--- config.mk ---
export PLATFORM = sky130hd
export DESIGN_NAME = uerr_mask
export DESIGN_NICKNAME = d
export VERILOG_FILES = /design/src/rtl/uerr_pkg.sv /design/src/rtl/uerr_mask.sv
export SDC_FILE = /design/constraint.sdc
export NUM_CORES = 1
export LEC_CHECK = 0
export BUFFER_PORTS_ARGS = -buffer_cell sky130_fd_sc_hd__buf_4
export CAP_MARGIN = 10
export CORE_MARGIN = 4
export CORE_UTILIZATION = 45
export CTS_BUF_LIST = sky130_fd_sc_hd__clkbuf_8
export CTS_CLUSTER_DIAMETER = 120
export DETAILED_ROUTE_END_ITERATION = 8
export GPL_TIMING_DRIVEN = 0
export MAX_ROUTING_LAYER = met4
export PLACE_DENSITY_LB_ADDON = 0.05
export SYNTH_ARGS = -nofsm -noshare
export SYNTH_HDL_FRONTEND = slang
export SYNTH_SLANG_ARGS = --single-unit
export TNS_END_PERCENT = 20
--- constraint.sdc ---
create_clock -name core_clk_i -period 3.6 [get_ports core_clk_i]
set_input_delay 0.72 -clock core_clk_i [delete_from_list [all_inputs] [get_ports core_clk_i]]
set_output_delay 0.72 -clock core_clk_i [all_outputs]
set_load 0.005 [all_outputs]
--- src/rtl/uerr_pkg.sv ---
// Register map, field positions and timing constants of the USB error interrupt block
package uerr_pkg;
  localparam logic [1:0] UERR_ADDR_IRQ_FLAGS = 2'h0;
  localparam logic [1:0] UERR_ADDR_IRQ_ENABLES = 2'h1;
  localparam logic [1:0] UERR_ADDR_ERR_FLAGS = 2'h2;
  localparam logic [1:0] UERR_ADDR_ERR_ENABLES = 2'h3;
  localparam int UERR_STUFF_BIT = 7;
  localparam int UERR_TIMEOUT_BIT = 4;
  localparam int UERR_SIZE_BIT = 3;
  localparam int UERR_DATA_CRC_BIT = 2;
  localparam int UERR_TOKEN_CRC_BIT = 1;
  localparam int UERR_PID_BIT = 0;
  localparam int UERR_SUMMARY_BIT = 1;
  localparam logic [7:0] UERR_ERR_IMPL_MASK = 8'h9f;
  localparam logic [7:0] UERR_IRQ_IMPL_MASK = 8'h7f;
  localparam logic [7:0] UERR_ERR_ENABLES_RST = 8'h00;
  localparam logic [7:0] UERR_ERR_FLAGS_RST = 8'h00;
  localparam logic [7:0] UERR_IRQ_FLAGS_RST = 8'h00;
  localparam logic [7:0] UERR_IRQ_ENABLES_RST = 8'h00;
  localparam logic [4:0] UERR_TURNAROUND_BIT_TIMES = 5'h10;
endpackage : uerr_pkg

--- src/rtl/uerr_mask.sv ---
// USB error flags, their enables, summary error flag and interrupt output
//
// Added by the designer: the strobed register port and the register addresses.
`timescale 1ns/1ps
`default_nettype none

module uerr_mask
  import uerr_pkg::*;
(
  input wire logic core_clk_i,
  input wire logic reset_i,
  input wire logic [1:0] addr_i,
  input wire logic [7:0] wdata_i,
  input wire logic wr_i,
  input wire logic rd_i,
  output logic [7:0] rdata_o,
  input wire logic stuff_err_i,
  input wire logic field_size_err_i,
  input wire logic data_check_fail_i,
  input wire logic token_check_fail_i,
  input wire logic packet_id_fail_i,
  input wire logic eop_i,
  input wire logic bus_idle_i,
  input wire logic bit_tick_i,
  output logic irq_o
);

  logic [7:0] usb_error_enables;
  logic [7:0] usb_error_flags;
  logic [7:0] usb_irq_flags;
  logic [7:0] usb_irq_enables;
  logic [7:0] err_events;
  logic timeout_event;
  logic [4:0] idle_bits;
  logic idle_armed;
  logic summary_error_flag;
  logic wr_err_flags;
  logic wr_irq_flags;

  // Idle bit times after EOP; counting stops once the time-out fires
  always_ff @(posedge core_clk_i) begin
    if (reset_i) begin
      idle_bits <= 5'h00;
      idle_armed <= 1'b0;
    end else if (eop_i) begin
      idle_bits <= 5'h00;
      idle_armed <= 1'b1;
    end else if (!bus_idle_i) begin
      idle_armed <= 1'b0;
    end else if (idle_armed && bit_tick_i) begin
      if (idle_bits == UERR_TURNAROUND_BIT_TIMES) begin
        idle_armed <= 1'b0;
      end else begin
        idle_bits <= idle_bits + 5'h01;
      end
    end
  end

  // Seventeenth idle bit time is "more than 16"
  assign timeout_event = idle_armed && bus_idle_i && bit_tick_i && !eop_i &&
                         (idle_bits == UERR_TURNAROUND_BIT_TIMES);

  always_comb begin
    err_events = 8'h00;
    err_events[UERR_STUFF_BIT] = stuff_err_i;
    err_events[UERR_TIMEOUT_BIT] = timeout_event;
    err_events[UERR_SIZE_BIT] = field_size_err_i;
    err_events[UERR_DATA_CRC_BIT] = data_check_fail_i;
    err_events[UERR_TOKEN_CRC_BIT] = token_check_fail_i;
    err_events[UERR_PID_BIT] = packet_id_fail_i;
  end

  assign wr_err_flags = wr_i && (addr_i == UERR_ADDR_ERR_FLAGS);
  assign wr_irq_flags = wr_i && (addr_i == UERR_ADDR_IRQ_FLAGS);

  always_ff @(posedge core_clk_i) begin
    if (reset_i) begin
      usb_error_enables <= UERR_ERR_ENABLES_RST;
    end else if (wr_i && addr_i == UERR_ADDR_ERR_ENABLES) begin
      usb_error_enables <= wdata_i & UERR_ERR_IMPL_MASK;
    end
  end

  always_ff @(posedge core_clk_i) begin
    if (reset_i) begin
      usb_irq_enables <= UERR_IRQ_ENABLES_RST;
    end else if (wr_i && addr_i == UERR_ADDR_IRQ_ENABLES) begin
      usb_irq_enables <= wdata_i & UERR_IRQ_IMPL_MASK;
    end
  end

  // One sticky flag per implemented bit (bits 6:5 held at zero); a new event in the clearing cycle wins
  for (genvar b = 0; b < 8; b++) begin : g_err_flag
    if (UERR_ERR_IMPL_MASK[b]) begin : g_impl
      always_ff @(posedge core_clk_i) begin
        if (reset_i) begin
          usb_error_flags[b] <= UERR_ERR_FLAGS_RST[b];
        end else if (err_events[b]) begin
          usb_error_flags[b] <= 1'b1;
        end else if (wr_err_flags && wdata_i[b]) begin
          usb_error_flags[b] <= 1'b0;
        end
      end

    end else begin : g_unused
      always_ff @(posedge core_clk_i) begin
        usb_error_flags[b] <= 1'b0;
      end
    end
  end

  // Gated OR recomputed every cycle from flags and enables
  assign summary_error_flag = |(usb_error_flags & usb_error_enables);

  // Summary bit is read-only status; other bits are software-clearable
  always_ff @(posedge core_clk_i) begin
    if (reset_i) begin
      usb_irq_flags <= UERR_IRQ_FLAGS_RST;
    end else begin
      usb_irq_flags <= (usb_irq_flags & ~(wr_irq_flags ? wdata_i : 8'h00)) & UERR_IRQ_IMPL_MASK;
      usb_irq_flags[UERR_SUMMARY_BIT] <= summary_error_flag;
    end
  end

  assign irq_o = |(usb_irq_flags & usb_irq_enables);

  always_ff @(posedge core_clk_i) begin
    if (reset_i) begin
      rdata_o <= 8'h00;
    end else if (rd_i) begin
      if (addr_i == UERR_ADDR_IRQ_FLAGS) begin
        rdata_o <= usb_irq_flags;
      end else if (addr_i == UERR_ADDR_IRQ_ENABLES) begin
        rdata_o <= usb_irq_enables;
      end else if (addr_i == UERR_ADDR_ERR_FLAGS) begin
        rdata_o <= usb_error_flags;
      end else begin
        rdata_o <= usb_error_enables;
      end
    end else begin
      rdata_o <= 8'h00;
    end
  end
endmodule : uerr_mask

`default_nettype wire

* Word-level counts from Yosys, hierarchy flattened *
Index checks and enable logic that the tools add are counted.

word-level totals
  register bits after elaboration = 40
  input port bits = 22
  output and inout bits = 9
  word-level logic and storage cells = 74

operators by class
  $add $sub $neg = 1
  equality and inequality tests = 6
  multiplexer cells = 20
  bitwise logic cells = 6
  reduce and logical (&&, ||, !) cells = 29

operators by type and width
  cell                                                                   count
  8-bit 2-to-1 mux                                                       3
  1-bit 2-to-1 mux                                                       16
  8-bit OR reduction                                                     2
  1-bit logical AND                                                      15
  7-bit bitwise AND                                                      2
  2-bit nonzero test                                                     6
  8-bit bitwise AND                                                      1
  7-bit 2-to-1 mux                                                       1
  7-bit inverter                                                         1
  3-bit by 2-bit != test with 1-bit output, second input constant        2
  5-bit by 1-bit adder with 5-bit output, second input constant          1
  5-bit equality test, second input constant                             1
  2-bit equality test, second input constant                             2
  2-bit OR reduction                                                     2
  3-bit AND reduction                                                    1
  2-bit by 1-bit equality test with 1-bit output, second input constant  1
  2-bit logical NOT                                                      1
  1-bit inverter                                                         2
  2-bit AND reduction                                                    1
  1-bit logical NOT                                                      1

* Longest topological paths before layout *
  depth after elaboration = 5
  gate-level depth with buffers = 5
  gate-level depth less buffers = 5

* Worst setup path before layout *
OpenSTA, ideal clock, no wires.

  kind = in2reg
  start point = input port addr_i[0]
  end point = register rdata_o[0]
  library setup time = 0.115 ns
  arrival time = 1.492 ns
  required time = 3.485 ns
  slack = 1.992 ns
  cell stages on the path = 3
  buffers on the path = 1
  cell sequence = buf_6 -> mux4_2 -> and3_1

between the ends
  cells in the longest elaborated chain, start to end = 4
  elaborated cells between the ends (all ways) = 6
  those cells by class = eq/ne (2); mux (3); reduce/logical (1)

RTL lines
  what                  RTL line          RTL
  start, declared       uerr_mask.sv:12   input wire logic [1:0] addr_i,
  2-bit equality test   uerr_mask.sv:135  end else if (addr_i == UERR_ADDR_ERR_FLAGS) begin
  8-bit 2-to-1 mux      uerr_mask.sv:135
  8-bit 2-to-1 mux      uerr_mask.sv:133  end else if (addr_i == UERR_ADDR_IRQ_ENABLES) begin
  8-bit 2-to-1 mux (*)  uerr_mask.sv:131  if (addr_i == UERR_ADDR_IRQ_FLAGS) begin
  end signal, assigned  uerr_mask.sv:132  rdata_o <= usb_irq_flags;
  end signal, assigned  uerr_mask.sv:134  rdata_o <= usb_irq_enables;
  end signal, assigned  uerr_mask.sv:136  rdata_o <= usb_error_flags;
  end, declared         uerr_mask.sv:16   output logic [7:0] rdata_o,

Mark *: on every way between the ends. The rest lies on a longest branch, timed or not.
A chain may end at the register's enable or synchronous reset.

* Worst setup path in the final report *
  start point = register usb_irq_flags[3]
  end point = output port irq_o

between the ends
  cells in the longest elaborated chain, start to end = 2

RTL lines
  what                             RTL line          RTL
  start, declared                  uerr_mask.sv:30   logic [7:0] usb_irq_flags;
  start signal, assigned           uerr_mask.sv:120  usb_irq_flags <= (usb_irq_flags & ~(wr_irq_flags ? wdata_i : 8'h00)) & UERR_IRQ_IMPL_MASK;
  start signal, assigned by index  uerr_mask.sv:121  usb_irq_flags[UERR_SUMMARY_BIT] <= summary_error_flag;
  7-bit bitwise AND                uerr_mask.sv:125  assign irq_o = |(usb_irq_flags & usb_irq_enables);
  8-bit OR reduction               uerr_mask.sv:125
  end, declared                    uerr_mask.sv:25   output logic irq_o

No other way between the ends.

==> flow_summary.ini <==
[global_route]
grt_usage = 0.175
grt_start_max_net_pins = 13
grt_pass1_vias = 1229
grt_pass1_wl_um = 5880
antenna_found_initial = 0
grt-ovfl-total = 0

[pwr]
power_density_nw_per_um2 = 415
pwr-share-clk = 0.359
p_leak_uw = 0.000878
ir_worst_vdd_mv = 0.248
cell_internal_pwr_uw = 645
p_switching_uw = 194
comb_power_share = 0.090
seqPwrFrac = 0.551
switching_share = 0.232

[sta]
hold_viol_final = 0
relSlewSlack = 0.638
fmax_mhz = 497
setup_viol = 0
post-route-period-util = 0.559
period_minus_slack_ps = 2010
final_max_slew_viol_count = 0
tns_ps = 0
skew_ps = 4.51
worstMarginPinSlew_ps = 542
rsz0062_at_grt = false

[place]
routabilityCongestion = 0.830
port_buffers = 27
place_hpwl_um = 2780

[synthesis]
synth-seq-cells = 40
syn-num-nets = 189
yosys.cell_types.count = 31
synth_compound_area_frac = 0.104
ys.flop_type = dfxtp_1
synthAdderAreaFrac = 0.0150
yosysTopAreaCellShare = 0.480
synth_edf_count = 0
synth_xor_xnor_area_share = 0
synth-simple-area-share = 0.199
synth.most_common_cell = dfxtp_1
yosys-top-cells-area = dfxtp_1 (48%), mux2i_1 (9.6%), mux4_2 (6.7%), a21oi_1 (5.1%), nor2_1 (4.0%)
synthMuxAreaShare = 0.163
yosysWarnings = 0
synth_area_leader_cell = dfxtp_1
netlist_top_cells_count = dfxtp_1 (40), nor2_1 (18), a21oi_1 (17)
synth_top_family_by_area = simple AND/OR/NAND/NOR gates
synth_async_sr_flop_share = 0
seq_area_frac_synth = 0.480
synth_cells = 165
avgSynthCellArea_um2 = 10.1
synthesis.area_um2 = 1670

[route]
wl_per_cell_um = 14.7
ant_nets = 0
viasPerCell = 5.36
vias = 1319
drt_iter0_markers = 84
wirelength_um = 3620
firstDrtPassIters = 4
drc_errors = 0

[floorplan]
dieArea_um2 = 4750
io_pins = 31
die_h_um = 68.9
coreArea_um2 = 3470
die-width_um = 68.9
start_util = 0.481
core.rowCount = 21

[critical_path]
crit_required_ps = 2880
end_kind = primary output
cp_data_arrival_time_ps = 1290
crit_type = flop to primary output
critPathMaxFanout = 3
startpoint_type = flop

[clock_tree]
cts_buffer_depth = 2
cts_sinks = 40
cts_tree = done
cts_htree_levels = 2
cts_inserted_buffers = 5
root_buffer = clkbuf_8
ctsResizeCount = 0
cts_hold_buf = 0
clk_latency_ps = 290
postCtsSetupBuffers = 0
path_clk_slew_ps = 70

[layout]
utilization = 0.583
drive_gt1_frac = 0.240
n_fill_cell = 308
diodes = 0
fin_nets = 223
area_growth_pct = 21.2

[flow_run]
cap_viol_max_count = 0

[status]
status = completed

[hold_path]
min_path_type = flop to flop
per-stage QoR:
step	worst slack, ps	hold slack [ps]	total power (µW)	cell area, µm²	instances
2_1_floorplan	1990	422	514	1670	165
5_1_grt	1460	469	876	2020	246
4_1_cts	1580	449	849	2020	246
6_report	1590	452	840	2020	246
3_3_place_gp	1880	433	547	1930	238
3_5_place_dp	1840	439	549	1930	238
routing by layer:
layer  vias up  GRT usage  routed length, µm
li1        669          -                  -
met1       609      0.224               1670
met2        35      0.268               1720
met3         6     0.0551                197
met4         0     0.0438                 40
met5         -          -                  0
worst max-delay path, stage by stage, from the launching register on:
cell	delay (ps)
dfxtp_1	330
a222oi_1	390
nand3_1	130
buf_4	160
area by class of cell:
cell class / count / area, µm² / share of cell area
clock inverters: 2 / 11.3 / 0.00557
well taps: 46 / 57.6 / 0.0284
multi-input cells: 112 / 803 / 0.397
plain buffers: 9 / 50.0 / 0.0247
repair buffers: 27 / 203 / 0.100
clock buffers: 6 / 82.6 / 0.0408
flip-flops and latches: 40 / 801 / 0.396
inverters: 4 / 15.0 / 0.00742
cells by family after synthesis:
family / Yosys count
DFF: 40
AOI/OAI and AO/OA: 30
muxes: 21
and+or+nand+nor: 59
buffers and inverters: 13
adders and majority gates: 2
power groups by stage:
| stage | Sequential (µW) | Clock, µW | Combinational (µW) |
|---|---|---|---|
| final | 463 | 301 | 75.7 |
| after global routing | 464 | 329 | 82.7 |
| after CTS | 462 | 311 | 76.3 |
| after detailed placement | 473 | 0 | 76.1 |
| after global placement | 472 | 0 | 74.8 |
| after floorplan | 470 | 0 | 43.8 |
worst paths after layout:
check | to | start | slack (ps) | cells past startpoint
max reg2reg | idle_bits[2] | idle_bits[0] | 2070 | 5
max | irq_o | usb_irq_flags[3] | 1590 | 3
min reg2reg | usb_irq_flags[2] | usb_irq_flags[2] | 450 | 2
min | usb_irq_flags[2] | usb_irq_flags[2] | 450 | 2
registers in the layout (all words and copies together), names as in the netlist:
signal             flops
usb_irq_enables        7
usb_irq_flags          7
usb_error_enables      6
idle_armed             1
idle_bits              5
rdata_o                8
usb_error_flags        6
placed cells by master, fill, tap and decap left out, types with 2 or more instances in the layout:
cell / n
a22oi_1: 5
and3_1: 7
dfxtp_1: 40
buf_4: 28
or3_1: 2
mux4_2: 5
o21ai_0: 5
nand3_1: 4
buf_2: 4
nand2_1: 9
mux2i_1: 16
nor2_1: 18
a21oi_1: 17
nor3_1: 3
inv_1: 5
clkbuf_8: 6
clkbuf_1: 3
nand4b_1: 6
ha_1: 2
nor3b_1: 2
No activity file was read; power rests on OpenSTA's default activity.
